### src/hdl/stream_cfg_pkg.sv
// Constants and carriers for the converter stream configuration registers
package stream_cfg_pkg;
	// Geometry
	localparam int NUM_CHAN = 4;
	localparam int ADDR_W   = 8;
	localparam int IDX_W    = 6;

	// Register indices; byte address is four times the index
	localparam logic [IDX_W-1:0] IDX_CHAN_SEL = 6'h05;
	localparam logic [IDX_W-1:0] IDX_PAT2_LO  = 6'h1B;
	localparam logic [IDX_W-1:0] IDX_PAT2_HI  = 6'h1C;
	localparam logic [IDX_W-1:0] IDX_FMT      = 6'h21;
	localparam logic [IDX_W-1:0] IDX_CHAN     = 6'h22;

	// Byte addresses on the bus
	localparam logic [ADDR_W-1:0] ADR_CHAN_SEL = {IDX_CHAN_SEL, 2'b00};
	localparam logic [ADDR_W-1:0] ADR_PAT2_LO  = {IDX_PAT2_LO, 2'b00};
	localparam logic [ADDR_W-1:0] ADR_PAT2_HI  = {IDX_PAT2_HI, 2'b00};
	localparam logic [ADDR_W-1:0] ADR_FMT      = {IDX_FMT, 2'b00};
	localparam logic [ADDR_W-1:0] ADR_CHAN     = {IDX_CHAN, 2'b00};

	// Field positions
	localparam int FLD_LSB_FIRST = 7;
	localparam int FLD_LOW_RATE  = 3;
	localparam int FLD_RES_HI    = 2;
	localparam int FLD_RES_LO    = 0;
	localparam int FLD_OUT_RST   = 1;
	localparam int FLD_PWR_DN    = 0;

	// Values after reset
	localparam logic [7:0] RST_PAT2_LO  = 8'h00;
	localparam logic [7:0] RST_PAT2_HI  = 8'h00;
	localparam logic [7:0] RST_FMT      = 8'h00;
	localparam logic [7:0] RST_CHAN     = 8'h00;
	localparam logic [3:0] RST_CHAN_SEL = 4'hF;

	// Resolution codes
	localparam logic [2:0] RES_NATIVE = 3'h0;
	localparam logic [2:0] RES_8      = 3'h1;
	localparam logic [2:0] RES_10     = 3'h2;
	localparam logic [2:0] RES_12     = 3'h3;
	localparam logic [2:0] RES_14     = 3'h4;

	// Serial word sizes in bits
	localparam logic [3:0] BITS_8  = 4'h8;
	localparam logic [3:0] BITS_10 = 4'hA;
	localparam logic [3:0] BITS_12 = 4'hC;
	localparam logic [3:0] BITS_14 = 4'hE;

	// Global stream format
	typedef struct packed {
		logic       lsb_first;
		logic       low_rate;
		logic [2:0] resolution;
	} stream_fmt_s;

	// One register access handed from the bus slave
	typedef struct packed {
		logic             wr;
		logic [IDX_W-1:0] idx;
		logic [7:0]       wdata;
	} reg_acc_s;
endpackage

### src/hdl/apb_byte_slave.sv
// APB slave front end carrying byte-wide register accesses
`timescale 1ns/10ps
module apb_byte_slave
	import stream_cfg_pkg::*;
(
	// Clock, enable, reset
	input  wire logic              clk,
	input  wire logic              ce,
	input  wire logic              srst,
	// APB
	input  wire logic              psel,
	input  wire logic              penable,
	input  wire logic              pwrite,
	input  wire logic [ADDR_W-1:0] paddr,
	input  wire logic [31:0]       pwdata,
	output logic                   pready,
	output logic                   pslverr,
	output logic [31:0]            prdata,
	// Register side
	input  wire logic              hit,
	input  wire logic [7:0]        rdata,
	output reg_acc_s               acc
);
	logic [7:0] rd_r;   // Captured read byte
	logic [7:0] rd_nxt; // Next read byte
	logic       ok;     // Aligned and mapped

	// Misaligned addresses count as unmapped
	assign ok = hit && (paddr[1:0] == 2'b00);

	// Stall while frozen so no transfer is lost
	assign pready  = ce;
	assign pslverr = psel && penable && ce && !ok;
	assign prdata  = {24'h000000, rd_r};

	// Write lands only at the completing edge
	assign acc.wr    = psel && penable && pwrite && ce && ok;
	assign acc.idx   = paddr[ADDR_W-1:2];
	assign acc.wdata = pwdata[7:0];

	// Read byte sampled in the setup cycle
	always_comb begin
		rd_nxt = rd_r;
		if (ce && psel && !penable && !pwrite) begin
			rd_nxt = ok ? rdata : 8'h00;
		end
	end

	// Read byte register; holds through the access phase
	always_ff @(posedge clk) begin
		if (srst) begin
			rd_r <= 8'h00;
		end else begin
			rd_r <= rd_nxt;
		end
	end
endmodule

### src/hdl/chan_ctrl_bank.sv
// Per-channel output reset and power-down bits
`timescale 1ns/10ps
module chan_ctrl_bank
	import stream_cfg_pkg::*;
#(
	parameter int N = NUM_CHAN
)(
	// Clock, enable, reset
	input  wire logic         clk,
	input  wire logic         ce,
	input  wire logic         srst,
	// Write side
	input  wire logic         wr,
	input  wire logic [N-1:0] sel,
	input  wire logic [7:0]   wdata,
	// Channel controls
	output logic [N-1:0]      out_rst,
	output logic [N-1:0]      pwr_dn
);
	// One slice per channel; only selected channels take a write
	for (genvar c = 0; c < N; c++) begin : g_chan
		logic rst_r;   // Output held in reset
		logic rst_nxt;
		logic pd_r;    // Channel powered down
		logic pd_nxt;

		// Next state of this channel's bits
		always_comb begin
			rst_nxt = rst_r;
			pd_nxt  = pd_r;
			if (ce && wr && sel[c]) begin
				rst_nxt = wdata[FLD_OUT_RST];
				pd_nxt  = wdata[FLD_PWR_DN];
			end
		end

		// Channel registers; reset acts even while frozen
		always_ff @(posedge clk) begin
			if (srst) begin
				rst_r <= RST_CHAN[FLD_OUT_RST];
				pd_r  <= RST_CHAN[FLD_PWR_DN];
			end else begin
				rst_r <= rst_nxt;
				pd_r  <= pd_nxt;
			end
		end

		assign out_rst[c] = rst_r;
		assign pwr_dn[c]  = pd_r;
	end
endmodule

### src/hdl/adc_stream_config_regs.sv
// Stream configuration register bank on APB with per-channel controls
`timescale 1ns/10ps
module adc_stream_config_regs
	import stream_cfg_pkg::*;
#(
	parameter int N = NUM_CHAN
)(
	// Clock, enable, reset
	input  wire logic              clk,
	input  wire logic              ce,
	input  wire logic              srst,
	// APB slave
	input  wire logic              psel,
	input  wire logic              penable,
	input  wire logic              pwrite,
	input  wire logic [ADDR_W-1:0] paddr,
	input  wire logic [31:0]       pwdata,
	output logic                   pready,
	output logic                   pslverr,
	output logic [31:0]            prdata,
	// Test pattern two
	output logic [15:0]            pattern_two,
	// Global stream format
	output stream_fmt_s            stream_fmt,
	output logic [3:0]             word_bits,
	// Per-channel controls
	output logic [N-1:0]           chan_out_reset,
	output logic [N-1:0]           chan_power_down
);
	reg_acc_s    acc;          // Access from the bus slave
	logic        hit;          // Index maps to a register
	logic [7:0]  rdata;        // Read mux result

	logic [7:0]  pat_lo_r;     // Pattern two low byte
	logic [7:0]  pat_lo_nxt;
	logic [7:0]  pat_hi_r;     // Pattern two high byte
	logic [7:0]  pat_hi_nxt;
	stream_fmt_s fmt_r;        // Stream format fields
	stream_fmt_s fmt_nxt;
	logic [3:0]  bits_r;       // Decoded word size
	logic [3:0]  bits_nxt;
	logic [N-1:0] sel_r;       // Channels that per-channel writes reach
	logic [N-1:0] sel_nxt;
	logic [7:0]  chan_view;    // Per-channel read value

	// Write strobes per register
	logic        wr_lo;
	logic        wr_hi;
	logic        wr_fmt;
	logic        wr_chan;
	logic        wr_sel;

	// Bus front end
	apb_byte_slave u_apb (
		.clk     (clk),
		.ce      (ce),
		.srst    (srst),
		.psel    (psel),
		.penable (penable),
		.pwrite  (pwrite),
		.paddr   (paddr),
		.pwdata  (pwdata),
		.pready  (pready),
		.pslverr (pslverr),
		.prdata  (prdata),
		.hit     (hit),
		.rdata   (rdata),
		.acc     (acc)
	);

	// Address decode
	always_comb begin
		case (acc.idx)
			IDX_PAT2_LO,
			IDX_PAT2_HI,
			IDX_FMT,
			IDX_CHAN,
			IDX_CHAN_SEL: hit = 1'b1;
			default:      hit = 1'b0;
		endcase
	end

	// Strobes already carry enable and completion
	// A frozen or stalled transfer therefore never reaches a register
	assign wr_lo   = acc.wr && (acc.idx == IDX_PAT2_LO);
	assign wr_hi   = acc.wr && (acc.idx == IDX_PAT2_HI);
	assign wr_fmt  = acc.wr && (acc.idx == IDX_FMT);
	assign wr_chan = acc.wr && (acc.idx == IDX_CHAN);
	assign wr_sel  = acc.wr && (acc.idx == IDX_CHAN_SEL);

	// Pattern two bytes
	always_comb begin
		pat_lo_nxt = pat_lo_r;
		pat_hi_nxt = pat_hi_r;
		if (wr_lo) begin
			pat_lo_nxt = acc.wdata;
		end
		if (wr_hi) begin
			pat_hi_nxt = acc.wdata;
		end
	end

	// Pattern byte registers; reset wins over a write
	always_ff @(posedge clk) begin
		if (srst) begin
			pat_lo_r <= RST_PAT2_LO;
			pat_hi_r <= RST_PAT2_HI;
		end else begin
			pat_lo_r <= pat_lo_nxt;
			pat_hi_r <= pat_hi_nxt;
		end
	end

	// Stream format fields; unused bits are dropped and read zero
	always_comb begin
		fmt_nxt = fmt_r;
		if (wr_fmt) begin
			fmt_nxt.lsb_first  = acc.wdata[FLD_LSB_FIRST];
			fmt_nxt.low_rate   = acc.wdata[FLD_LOW_RATE];
			fmt_nxt.resolution = acc.wdata[FLD_RES_HI:FLD_RES_LO];
		end
	end

	// Word size decode; a code above 14 bits keeps the native width,
	// so a bad write cannot leave the serializer without a size
	always_comb begin
		case (fmt_r.resolution)
			RES_NATIVE: bits_nxt = BITS_8;
			RES_8:      bits_nxt = BITS_8;
			RES_10:     bits_nxt = BITS_10;
			RES_12:     bits_nxt = BITS_12;
			RES_14:     bits_nxt = BITS_14;
			default:    bits_nxt = BITS_8;
		endcase
		if (!ce) begin
			bits_nxt = bits_r;
		end
	end

	// Format and size registers; each field takes its own bit of the reset byte
	always_ff @(posedge clk) begin
		if (srst) begin
			fmt_r.lsb_first  <= RST_FMT[FLD_LSB_FIRST];
			fmt_r.low_rate   <= RST_FMT[FLD_LOW_RATE];
			fmt_r.resolution <= RST_FMT[FLD_RES_HI:FLD_RES_LO];
			bits_r           <= BITS_8;
		end else begin
			fmt_r  <= fmt_nxt;
			bits_r <= bits_nxt;
		end
	end

	// Channel select; all channels are reached after reset
	always_comb begin
		sel_nxt = sel_r;
		if (wr_sel) begin
			sel_nxt = acc.wdata[N-1:0];
		end
	end

	// Channel select register
	always_ff @(posedge clk) begin
		if (srst) begin
			sel_r <= RST_CHAN_SEL[N-1:0];
		end else begin
			sel_r <= sel_nxt;
		end
	end

	// Per-channel bits live in their own slices
	chan_ctrl_bank #(.N(N)) u_chan (
		.clk     (clk),
		.ce      (ce),
		.srst    (srst),
		.wr      (wr_chan),
		.sel     (sel_r),
		.wdata   (acc.wdata),
		.out_rst (chan_out_reset),
		.pwr_dn  (chan_power_down)
	);

	// Per-channel read shows the lowest selected channel's live state;
	// with nothing selected it reads zero
	always_comb begin
		chan_view = 8'h00;
		for (int c = N - 1; c >= 0; c--) begin
			if (sel_r[c]) begin
				chan_view = 8'h00;
				chan_view[FLD_OUT_RST] = chan_out_reset[c];
				chan_view[FLD_PWR_DN]  = chan_power_down[c];
			end
		end
	end

	// Read mux; reserved bits read as zero
	always_comb begin
		rdata = 8'h00;
		case (acc.idx)
			IDX_PAT2_LO: rdata = pat_lo_r;
			IDX_PAT2_HI: rdata = pat_hi_r;
			IDX_FMT: begin
				rdata[FLD_LSB_FIRST]         = fmt_r.lsb_first;
				rdata[FLD_LOW_RATE]          = fmt_r.low_rate;
				rdata[FLD_RES_HI:FLD_RES_LO] = fmt_r.resolution;
			end
			IDX_CHAN:     rdata = chan_view;
			IDX_CHAN_SEL: rdata[N-1:0] = sel_r;
			default:      rdata = 8'h00;
		endcase
	end

	// Outputs straight from flip-flops
	assign pattern_two = {pat_hi_r, pat_lo_r};
	assign stream_fmt  = fmt_r;
	assign word_bits   = bits_r;
endmodule

### config.mk
export PLATFORM = sky130hd
export DESIGN_NAME = adc_stream_config_regs
export DESIGN_NICKNAME = d
export VERILOG_FILES = /design/src/hdl/stream_cfg_pkg.sv /design/src/hdl/apb_byte_slave.sv /design/src/hdl/chan_ctrl_bank.sv /design/src/hdl/adc_stream_config_regs.sv
export SDC_FILE = /design/constraint.sdc
export NUM_CORES = 1
export LEC_CHECK = 0
export ABC_AREA = 1
export BUFFER_PORTS_ARGS = -buffer_cell sky130_fd_sc_hd__buf_2
export CORE_ASPECT_RATIO = 1.4
export CORE_MARGIN = 3
export CORE_UTILIZATION = 46
export CTS_CLUSTER_SIZE = 24
export DETAILED_ROUTE_END_ITERATION = 6
export GPL_ROUTABILITY_DRIVEN = 0
export PLACE_DENSITY_LB_ADDON = 0.15
export SLEW_MARGIN = 20
export SYNTH_ARGS = -nofsm -noshare
export SYNTH_HDL_FRONTEND = slang
export SYNTH_SLANG_ARGS = --single-unit
### constraint.sdc
create_clock -name clk -period 1.9 [get_ports clk]
set_input_delay 0.19 -clock clk [delete_from_list [all_inputs] [get_ports clk]]
set_output_delay 0.19 -clock clk [all_outputs]
set_load 0.005 [all_outputs]
======== Word-level counts from Yosys, hierarchy flattened ========
Cells that the tools add are included.
operators by class
  eq/ne operators ......................... 8
  mux-type cells .......................... 10
  reductions and logical operators ........ 25
operator list
  cell                                                              number
  8-bit two-way mux                                                 4
  1-bit logical AND                                                 20
  4-bit case mux with 5 select lines                                1
  3-bit case mux with 3 select lines                                2
  6-bit by 5-bit == test with 1-bit output (second input constant)  2
  6-bit == test (second input constant)                             2
  3-bit by 2-bit == test with 1-bit output (second input constant)  2
  6-bit by 3-bit == test with 1-bit output (second input constant)  1
  5-bit OR reduction                                                1
  1-bit case mux with 4 select lines                                1
  3-bit == test (second input constant)                             1
  1-bit logical NOT                                                 3
  2-bit logical NOT                                                 1
  2-bit two-way mux                                                 1
  1-bit two-way mux                                                 1
word-level totals
  flip-flop bits (word level) ............. 45
  input bits .............................. 46
  word-level logic and storage cells ...... 59

======== Longest topological paths before layout ========
Gate-level depths: netlist (run 1).
  depth after elaboration ................. 8
  mapped depth ............................ 12

======== By module ========
From an unflattened synthesis (run 1), not the netlist that was laid out.
unflattened totals
  cell total of the unflattened synthesis .. 429
  area, all modules ....................... 2,777.7 um2
by module, submodules not included
  module                  times used  cells an instance  area each (um2)
  adc_stream_config_regs  1           249                1,592.8
  apb_byte_slave          1           119                790.8
  chan_ctrl_bank          1           61                 394.1

======== Worst setup path before layout (run 1) ========
No wires, ideal clock.
  kind .................................... input -> register
  start ................................... input paddr[7]
  end ..................................... register pat_hi_r[0]
  setup time .............................. 0.116 ns
  arrival ................................. 1.310 ns
  required time ........................... 1.784 ns
  setup slack ............................. 0.474 ns
  stages .................................. 11
  buffers on the path ..................... 0
  cell sequence ........................... inv_2 -> nor2_1 -> nand3_1 -> nand2_1 -> nor2_1 -> nand2_1 -> nand3_4 -> nor2_4 -> inv_2 -> nor2_1 -> nor2_1
on the way
  cells in the longest elaborated chain, start to end .. 6
  elaborated cells between the ends (all ways) .. 10
RTL lines
  element                                                           RTL line                       text
  start: declaration                                                adc_stream_config_regs.sv:16   input wire logic [ADDR_W-1:0] paddr,
  6-bit by 5-bit == test with 1-bit output (tied with other cells)  adc_stream_config_regs.sv:73   case (acc.idx)
  5-bit OR reduction                                                adc_stream_config_regs.sv:73
  1-bit two-way mux                                                 adc_stream_config_regs.sv:73
  1-bit logical AND                                                 apb_byte_slave.sv:29           assign ok = hit && (paddr[1:0] == 2'b00);
  1-bit logical AND                                                 apb_byte_slave.sv:37           assign acc.wr = psel && penable && pwrite && ce && ok;
  1-bit logical AND (*)                                             adc_stream_config_regs.sv:86   assign wr_hi = acc.wr && (acc.idx == IDX_PAT2_HI);
  end signal: assignment                                            adc_stream_config_regs.sv:110  pat_hi_r <= pat_hi_nxt;
  end: declaration                                                  adc_stream_config_regs.sv:36   logic [7:0] pat_hi_r;
Every way passes the cells marked *; elsewhere a longest branch is shown, timed or not.
A chain may end at the register's enable or synchronous reset.

======== Final worst setup path (run 1) ========
  start ................................... input paddr[5]
  end ..................................... output pslverr
on the way
  cells in the longest elaborated chain, start to end .. 6
  elaborated cells between the ends (all ways) .. 10
RTL lines
  element                                                           RTL line                      text
  6-bit by 5-bit == test with 1-bit output (tied with other cells)  adc_stream_config_regs.sv:73
  5-bit OR reduction (*)                                            adc_stream_config_regs.sv:73
  1-bit two-way mux (*)                                             adc_stream_config_regs.sv:73
  1-bit logical AND (*)                                             apb_byte_slave.sv:29
  1-bit logical NOT (*)                                             apb_byte_slave.sv:33          assign pslverr = psel && penable && ce && !ok;
  1-bit logical AND (*)                                             apb_byte_slave.sv:33
  end: declaration                                                  adc_stream_config_regs.sv:19  output logic pslverr,
Marked as above.

==> run metrics, run 1 <==
Final ANT Viol Nets 0; final hold violations 0; fill cell count 514; Post-Synth XOR/XNOR Area 0; global route hottest layer met2; die span in y 89.1 um; worst path arrival time 1.41 ns; Tot GR Track Use 0.208; largest net degree at the start of global routing 34; Num Clock Sinks 43; final setup skew between 0.006 and 0.007 ns; Post-synth EDFFs 0; post-CTS setup buffer count 0; Final #Nets roughly 440; most common cell in the netlist nor2_1; placed inst area roughly 2500 um^2; internal power consumption between 0.001 and 0.0015 W; post-synthesis compound-gate area fraction 0.132; die footprint 5830 um^2; Seq pwr share 0.573; met1 global-route usage 0.223; htree depth 2; routed via count 2209; clock power share 0.362; largest family of logic cells by synthesized area simple AND/OR/NAND/NOR gates; adder-cell share of the synthesized area 0; # IOs around 110; area occupied by multi-input gates ~1100 um^2; Clock Tree Buf Depth 2; Total Routed Length 5660 um; antenna cells 0; Avg Cell Area, Syn 6.80 um^2; Logic pwr share 0.066; share of the yosys chip area belonging to registers 0.379; Via density 4.82; post-CTS sizing 0; TritonCTS clock tree yes; Net Sw Frac 0.244; area grow syn2layout 15.6%; Storage cell area 861 um^2; Synth Instances between 300 and 400; HP Class in -> reg; status finished, final reports clean; Max Fclk 626 MHz; met2 Usage GRT 0.394; design area 2630 um^2; Die Wd 65.4 um; clock transition at the registers of the reported paths 0.08 ns; I/O Buffers 62; initial core utilization 0.489; Setup crit end kind output pin; DR DRC count 0; CTS Root Cell clkbuf_8; crit path max fanout 9; GRT overflow 0; post-synth top area share 0.379; drt first pass iters 4; unrepaired setup endpoints after global routing false; Post-Synth Simple-Gate Area 0.316; mux cell area share after synthesis 0; Max VDD drop 0.335 mV; grt met3 use 0.0491; Synth Flop Type dfxtp_1; setup violators final 0; layout cells sized above 1 0.227; core box area ~4600 um^2; CTS Buf Count 5; PwrDens 599 nW/um^2; synthesized cell area 2270 um^2; NetSw between 0.0003 and 0.0004 W; required time worst endpoint 1.71 ns; clock latency on the worst-skew pair 0.29 ns; hold_buf cts 0; global-route wire length before repair about 9400 um; Setup TNS 0 ns; Commonest cells post-synth nor2_1 (84), nand2_1 (53), dfxtp_1 (43), buf_4 (35), o21ai_0 (26); min Tclk post-route between 1.5 and 2 ns; synth unique cells 22; Async S/R FF share, synth 0; leakage 1.34 nW; period utilisation layout 0.841; DRT iter0 DRCs 134; critical path launch point type input port; cell row count 29; Yosys reg bits 43; crit path kind in -> out; largest area contributor in the netlist dfxtp_1; initial antenna violation count 0; Max Cap Viol 0; fin. max-slew vios 0; WL per Instance 12.3 um; DP Wirelength 4400 um; vias in the first global route 2123; YS warnings 0; largest cells by area after synthesis dfxtp_1 (38%), nor2_1 (14%), buf_4 (12%)
-- metal layers --
metal / routed length [um] / vias to the layer above
li1: - / 1126
met1: 2210 / 1019
met2: 3050 / 55
met3: 281 / 9
met4: 110 / 0
met5: 0 / -
-- metrics by stage --
stage	utilization	worst slack (ns)	hold WS (ns)	std cells	power, W
3_5_place_dp	0.547	0.117	0.436	450	0.00102
5_1_grt	0.565	0.156	0.131	458	0.00165
4_1_cts	0.565	0.282	0.126	458	0.00159
6_report	0.565	0.303	0.129	458	0.00157
3_3_place_gp	0.547	0.133	0.429	450	0.00102
2_1_floorplan	-	0.474	0.320	358	0.00102
-- layout by cell type (no fill, tap or decap), drive strengths merged --
master,n
a21boi,1
clkinv,1
clkbuf,6
nand2,53
conb,26
and3,1
o211ai,4
buf,70
nand4,2
nor2,89
a22o,3
dfxtp,43
a21oi,15
inv,28
o21ai,28
nand3,23
o31ai,1
o2111ai,1
clkinvlp,1
-- power by group through the flow --
stage | logic (W) | registers, W | clock network, W
6_report | 0.000103 | 0.000900 | 0.000568
5_1_grt | 0.000117 | 0.000900 | 0.000628
4_1_cts | 0.000101 | 0.000900 | 0.000586
3_5_place_dp | 0.000101 | 0.000922 | 0
3_3_place_gp | 0.0000993 | 0.000922 | 0
2_1_floorplan | 0.0000936 | 0.000922 | 0
-- worst paths after layout --
kind	start	endpoint	slack (ns)	depth (start not counted)
max	paddr[5]	pslverr	0.30	8
min	pwdata[6]	pat_hi_r[6]$_SDFFE_PP0P_	0.13	3
max reg2reg	sel_r[2]$_SDFFE_PP1P_	u_apb.rd_r[0]$_SDFFE_PP0P_	0.65	7
min reg2reg	u_apb.rd_r[7]$_SDFFE_PP0P_	u_apb.rd_r[7]$_SDFFE_PP0P_	0.47	2
-- worst max-delay path, cell delays in order --
cell and delay, ns:
buf_2 0.12, nor2_1 0.10, nand2_1 0.05, nor2_1 0.26, nor2_1 0.13, a21boi_2 0.35
nor2_1 0.06, buf_2 0.14
-- registers in the layout (all words and copies together) (netlist names) --
signal               cells
pat_lo_r                 8
word_bits                2
sel_r                    4
stream_fmt               5
u_chan.g_chan.pd_r       4
pat_hi_r                 8
u_apb.rd_r               8
u_chan.g_chan.rst_r      4
-- cells by family (layout without fill, tap and decap cells) --
logic type | after synthesis | in the layout
AOI/OAI and AO/OA | 53 | 53
buffers and inverters | 68 | 106
DFF | 43 | 43
other | 2 | 26
and+or+nand+nor | 168 | 168
-- final cells by class --
| cell class | instances | area share |
|---|---|---|
| clock inverters | 2 | 0.00477 |
| clock buffers | 6 | 0.0276 |
| well taps | 62 | 0.0296 |
| multi-input cells | 247 | 0.424 |
| inverters | 28 | 0.0400 |
| repair buffers | 70 | 0.146 |
| flip-flops and latches | 43 | 0.328 |
No activity file was read; power rests on OpenSTA's default activity.
==> run 2, diff against run 1 <==
--- a/config.mk
+++ b/config.mk
@@ -5,7 +5,7 @@
 export SDC_FILE = /design/constraint.sdc
 export NUM_CORES = 1
 export LEC_CHECK = 0
-export ABC_AREA = 1
+export ABC_AREA = 0
 export BUFFER_PORTS_ARGS = -buffer_cell sky130_fd_sc_hd__buf_2
 export CORE_ASPECT_RATIO = 1.4
 export CORE_MARGIN = 3
==> constraint.sdc (replaced) <==
create_clock -name clk -period 1.65 [get_ports clk]
set_input_delay 0.165 -clock clk [delete_from_list [all_inputs] [get_ports clk]]
set_output_delay 0.165 -clock clk [all_outputs]
set_load 0.005 [all_outputs]
==> run 2 against run 1 <==
Net effect:
- sequential share of layout area down 1.5 points
- first-iteration DRC count decreased by 43%
- die area grew 2.2%
- design area rose by 4.7%
- clock-buffer cell count down 1
- sequential power is 16% higher
- synthesized area up 2.4%
- global-route usage decreased by 2.0 points
- core utilization is 0.19 points lower
- clock power increased by 46%
- critical endpoint unchanged
==> run metrics, run 2 <==
status finished, final reports clean; Max stage delay on crit path 0.23 ns; global-route wire length before repair 8910 um; synthesized cell area 2330 um^2; vias in the first global route 1855; internal power consumption 0.00155 W; largest net degree at the start of global routing 44; setup violators final 0; Net Sw Frac 0.233; die span in y 90.1 um; Max Fclk 687 MHz; CTS Buf Count 5; met3 wire len 401 um; worst hold stages 3; critical path launch point type input port; synth unique cells 40; design area 2750 um^2; min Tclk post-route 1.46 ns; YS warnings 0; r2r startpoint sel_r[2]$_SDFFE_PP1P_; most frequent cells in the layout buf_2 (62), dfxtp_1 (43), nand2_1 (40); unrepaired setup endpoints after global routing false; worst setup path start paddr[4]; crit path kind in -> out; Tot GR Track Use 0.187; DRT iter0 DRCs 77; commonest non-fill, non-tap cell in the layout buf_2; Num Clock Sinks 43; NetSw 0.000471 W; Async S/R FF share, synth 0; PwrDens 734 nW/um^2; cells along the critical path buf_2 -> buf_4 -> and2b_1 -> a32oi_1 -> buf_4 -> mux2i_1 -> a21oi_1 -> buf_2; WL per Instance between 10 and 15 um; TritonCTS clock tree yes; htree depth 2; CTS Root Cell clkbuf_8; Commonest cells post-synth dfxtp_1 (43), nand2_1 (40), buf_4 (36), nand3_1 (30), a21oi_1 (28); Total Routed Length 5530 um; Post-synth EDFFs 0; Yosys reg bits 43; Regs by FF count pat_hi_r: 8 flops, pat_lo_r: 8 flops, u_apb.rd_r: 8 flops; Setup crit end kind output pin; fin cells around 410; routed via count 2096; Synth Flop Type dfxtp_1; fin. max-slew vios 0; min-delay src pwdata[4]; FF-to-FF path depth 5; share of the yosys chip area belonging to registers 0.370; largest area contributor in the netlist dfxtp_1; clock transition at the registers of the reported paths 0.08 ns; core box area 4880 um^2; Max Cap Viol 0; required time worst endpoint 1.48 ns; Final ANT Viol Nets 0; clock power share 0.411; post-synth top area share 0.370; layout cells sized above 1 0.282; cell row count 30; hold_buf cts 0; Final #Nets 386; Seq pwr share 0.515; die footprint 5960 um^2; I/O Buffers a little over 60; met2 WL post-DR 2750 um; placed cell count 397; GRT overflow 0; largest cells by area after synthesis dfxtp_1 (37%), buf_4 (12%), nand2_1 (6.5%); Avg Cell Area, Syn 8.25 um^2; placed inst area 2630 um^2; initial core utilization 0.477; period utilisation layout 0.882; Logic pwr share 0.074; area grow syn2layout 18.2%; most common cell in the netlist dfxtp_1; clock latency on the worst-skew pair 0.30 ns; top sig layer met4; Via density just over 5; DP Worst Slack -0.0501 ns; # IOs roughly 110; critical path's slowest cell and2b_1; wl on met1 roughly 2200 um; drt first pass iters 4; fill cell count ~490; final setup skew between 0.01 and 0.015 ns; crit path max fanout 5; leakage roughly 1.2 nW; worst hold slack 0.123 ns; Die Wd ~66 um; DR DRC count 0; DP Wirelength 3990 um; initial antenna violation count 0; worst path arrival time approximately 1.3 ns; final hold violations 0; final setup margin 0.194 ns; Clock Tree Buf Depth 2; Synth Instances 282; antenna cells 0; HP Class in -> reg; Max VDD drop between 0.5 and 0.6 mV
## run 2: cell types whose count changed after synthesis, sizes merged, moves of 5 or more
cell    before  now
o21ai       28    6
nor2        89   18
inv         28    0
nand3b       0    5
nand2       53   40
mux2i        0   10
nand3       23   30
a21oi       15   28
clkbuf       2   11
## run 2: routing by layer
metal  up-vias  global-route usage
li1       1041                   -
met1       964               0.240
met2        80               0.305
met3        11              0.0325
met4         0              0.0763
met5         -                   0
## run 2: power groups by stage
| stage | logic [W] | clock network (W) | registers [W] |
|---|---|---|---|
| after floorplan | 0.000120 | 0 | 0.00106 |
| after global placement | 0.000147 | 0 | 0.00106 |
| after detailed placement | 0.000148 | 0 | 0.00106 |
| after CTS | 0.000148 | 0.000852 | 0.00104 |
| after global routing | 0.000167 | 0.000896 | 0.00104 |
| final | 0.000150 | 0.000829 | 0.00104 |
## run 2: metrics by stage
stage / utilization / setup TNS, ns / power (W)
final: 0.563 / 0 / 0.00202
after detailed placement: 0.539 / -0.356 / 0.00121
after CTS: 0.562 / 0 / 0.00204
after global placement: 0.539 / -0.365 / 0.00121
after global routing: 0.563 / 0 / 0.00210
after floorplan: - / 0 / 0.00118
## run 2: logic make-up after synthesis
kind of cell              synth area share
AOI/OAI and AO/OA                    0.161
xor gates and xnor gates           0.00753
buffers and inverters                0.150
DFF                                  0.370
muxes                               0.0430
other                              0.00323
and+or+nand+nor                      0.265
## run 2: what timing repair did
action,4_1_cts,5_1_grt
buffers inserted,0,0
endpoints found under the setup margin,0,1
resized for setup,0,1
hold endpoints to repair,0,0
## run 2: layout make-up
type	instances	area, um^2	share of cell area
clock buffers	5	68.8	0.0250
multi-input cells	210	1210	0.441
well taps	64	80.1	0.0291
flip-flops and latches	43	861	0.313
repair buffers	80	483	0.176
clock inverters	3	43.8	0.0159
## run 2: worst max-delay path: cells and delay by family
family | cells | cell delay [ns]
buf+inv | 4 | 0.49
compound gates | 2 | 0.35
simple gates | 1 | 0.23
mux | 1 | 0.06
## run 2: worst paths after layout
kind	endpoint	slack, ns
setup / recovery	pslverr	0.19
hold / removal	pat_hi_r[4]$_SDFFE_PP0P_	0.12
setup reg to reg	u_apb.rd_r[0]$_SDFFE_PP0P_	0.24
hold reg to reg	u_apb.rd_r[2]$_SDFFE_PP0P_	0.45
==> run 3, diff against run 2 <==
--- a/config.mk
+++ b/config.mk
@@ -13,7 +13,7 @@
 export CTS_CLUSTER_SIZE = 24
 export DETAILED_ROUTE_END_ITERATION = 6
 export GPL_ROUTABILITY_DRIVEN = 0
-export PLACE_DENSITY_LB_ADDON = 0.15
+export PLACE_DENSITY = 0.82
 export SLEW_MARGIN = 20
 export SYNTH_ARGS = -nofsm -noshare
 export SYNTH_HDL_FRONTEND = slang
==> run 3 against run 2 <==
Net effect:
- clock power is 2% lower
- core utilization down 0.31 points
- maximum frequency fell by 0.91%
- global-route usage is essentially flat
- combinational power hardly changed
==> run metrics, run 3 (synthesized netlist as in run 2, its figures left out) <==
routed via count approximately 2.1k; Clock Tree Buf Depth 2; WL per Instance 13.4 um; min Tclk post-route 1.47 ns; status finished, final reports clean; final hold violations 0; critical path's slowest cell dfxtp_1; die footprint 5960 um^2; GRT overflow 0; DR DRC count 0; largest net degree at the start of global routing 44; Die Wd around 66 um; final setup margin 0.181 ns; CP delay by family, top compound AO/OA/AOI/OAI gates; area grow syn2layout 17.5%; DRT iter0 DRCs 128; drt first pass iters 4; Max VDD drop 0.443 mV; Final #Nets 384; initial core utilization 0.477; Max Fclk just under 700 MHz; HP Class in -> reg; post-CTS setup buffer count 0; vias in the first global route 1923; PwrDens 732 nW/um^2; Setup crit end kind register; Regs by FF count pat_hi_r: 8 flops, pat_lo_r: 8 flops, u_apb.rd_r: 8 flops; placed cell count a little under 400; cell row count 30; initial antenna violation count 0; CTS Root Cell clkbuf_8; final core utilization 0.560; Via density 5.24; layout cells sized above 1 0.277; unrepaired setup endpoints after global routing false; leakage 1.24 nW; fin cells 403; buffers and inverters on the worst path 0; required time worst endpoint 1.82 ns; antenna cells 0; Tot GR Track Use 0.187; fin. max-slew vios 0; Final ANT Viol Nets 0; clock transition at the registers of the reported paths 0.09 ns; core box area 4880 um^2; die span in y 90.1 um; commonest non-fill, non-tap cell in the layout buf_2; CTS Buf Count 5; setup violators final 0; crit path kind reg -> reg; htree depth 2; clock latency on the worst-skew pair approximately 0.30 ns; period utilisation layout 0.890; cells along the critical path a211oi_1 -> o21ai_0 -> and3_1 -> o31ai_1 -> a21oi_1; Max stage delay on crit path 0.39 ns; most frequent cells in the layout buf_2 (62), dfxtp_1 (43), nand2_1 (40); crit path max fanout 7; DP Wirelength 4000 um; # IOs 113; worst path arrival time 1.64 ns; Num Clock Sinks 43; Max Cap Viol 0; global-route wire length before repair 8990 um; TritonCTS clock tree yes; critical path launch point type register; DP Worst Slack -0.0540 ns; final setup skew 0.00886 ns; Total Routed Length around 5400 um; I/O Buffers 62
-- run 3: routing by layer --
layer,wire (um),part of all wire,up-vias,global-route usage
li1,-,-,1036,-
met1,2150,0.40,975,0.224
met2,2740,0.51,84,0.320
met3,371,0.069,16,0.0300
met4,155,0.029,0,0.0814
met5,0,0,-,0
-- run 3: per-stage QoR --
stage | hold slack (ns) | cell area, um^2 | power (W) | setup TNS [ns]
global placement | 0.429 | 2620 | 0.00120 | -0.131
floorplan | 0.261 | 2420 | 0.00118 | 0
finish | 0.123 | 2730 | 0.00200 | 0
global route | 0.127 | 2730 | 0.00208 | 0
detailed placement | 0.435 | 2620 | 0.00121 | -0.309
CTS | 0.121 | 2730 | 0.00202 | 0
-- run 3: area by class of cell --
| type | count | area (um^2) |
|---|---|---|
| multi-input combinational | 210 | 1210 |
| timing repair buffer | 78 | 468 |
| clock buffer | 5 | 68.8 |
| tap | 64 | 80.1 |
| clock inverter | 3 | 43.8 |
| sequential | 43 | 861 |
| fill | 450 | 2150 |
-- run 3: worst reg2reg max path: stages, from the launching register on --
cell and delay (ns):
dfxtp_1 0.39, a211oi_1 0.29, o21ai_0 0.11, and3_1 0.22, o31ai_1 0.24, a21oi_1 0.10
-- run 3: timing repair --
| item | CTS | global route |
|---|---|---|
| endpoints found under the setup margin | 0 | 1 |
| hold buffers | 0 | 0 |
| resized for setup | 0 | 1 |
-- run 3: final timing paths --
path	start	to	slack, ns	depth (start not counted)
max	sel_r[2]$_SDFFE_PP1P_	u_apb.rd_r[0]$_SDFFE_PP0P_	0.18	5
min	pwdata[5]	pat_hi_r[5]$_SDFFE_PP0P_	0.12	3
max reg2reg	sel_r[2]$_SDFFE_PP1P_	u_apb.rd_r[0]$_SDFFE_PP0P_	0.18	5
min reg2reg	u_apb.rd_r[2]$_SDFFE_PP0P_	u_apb.rd_r[2]$_SDFFE_PP0P_	0.46	2
-- run 3: report_power, final --
part	switching [W]	leakage [nW]	internal [W]
Sequential	0.000000668	0.346	0.00104
Combinational	0.0000909	0.834	0.0000563
Clock	0.000365	0.0581	0.000451
Total	0.000457	1.24	0.00154
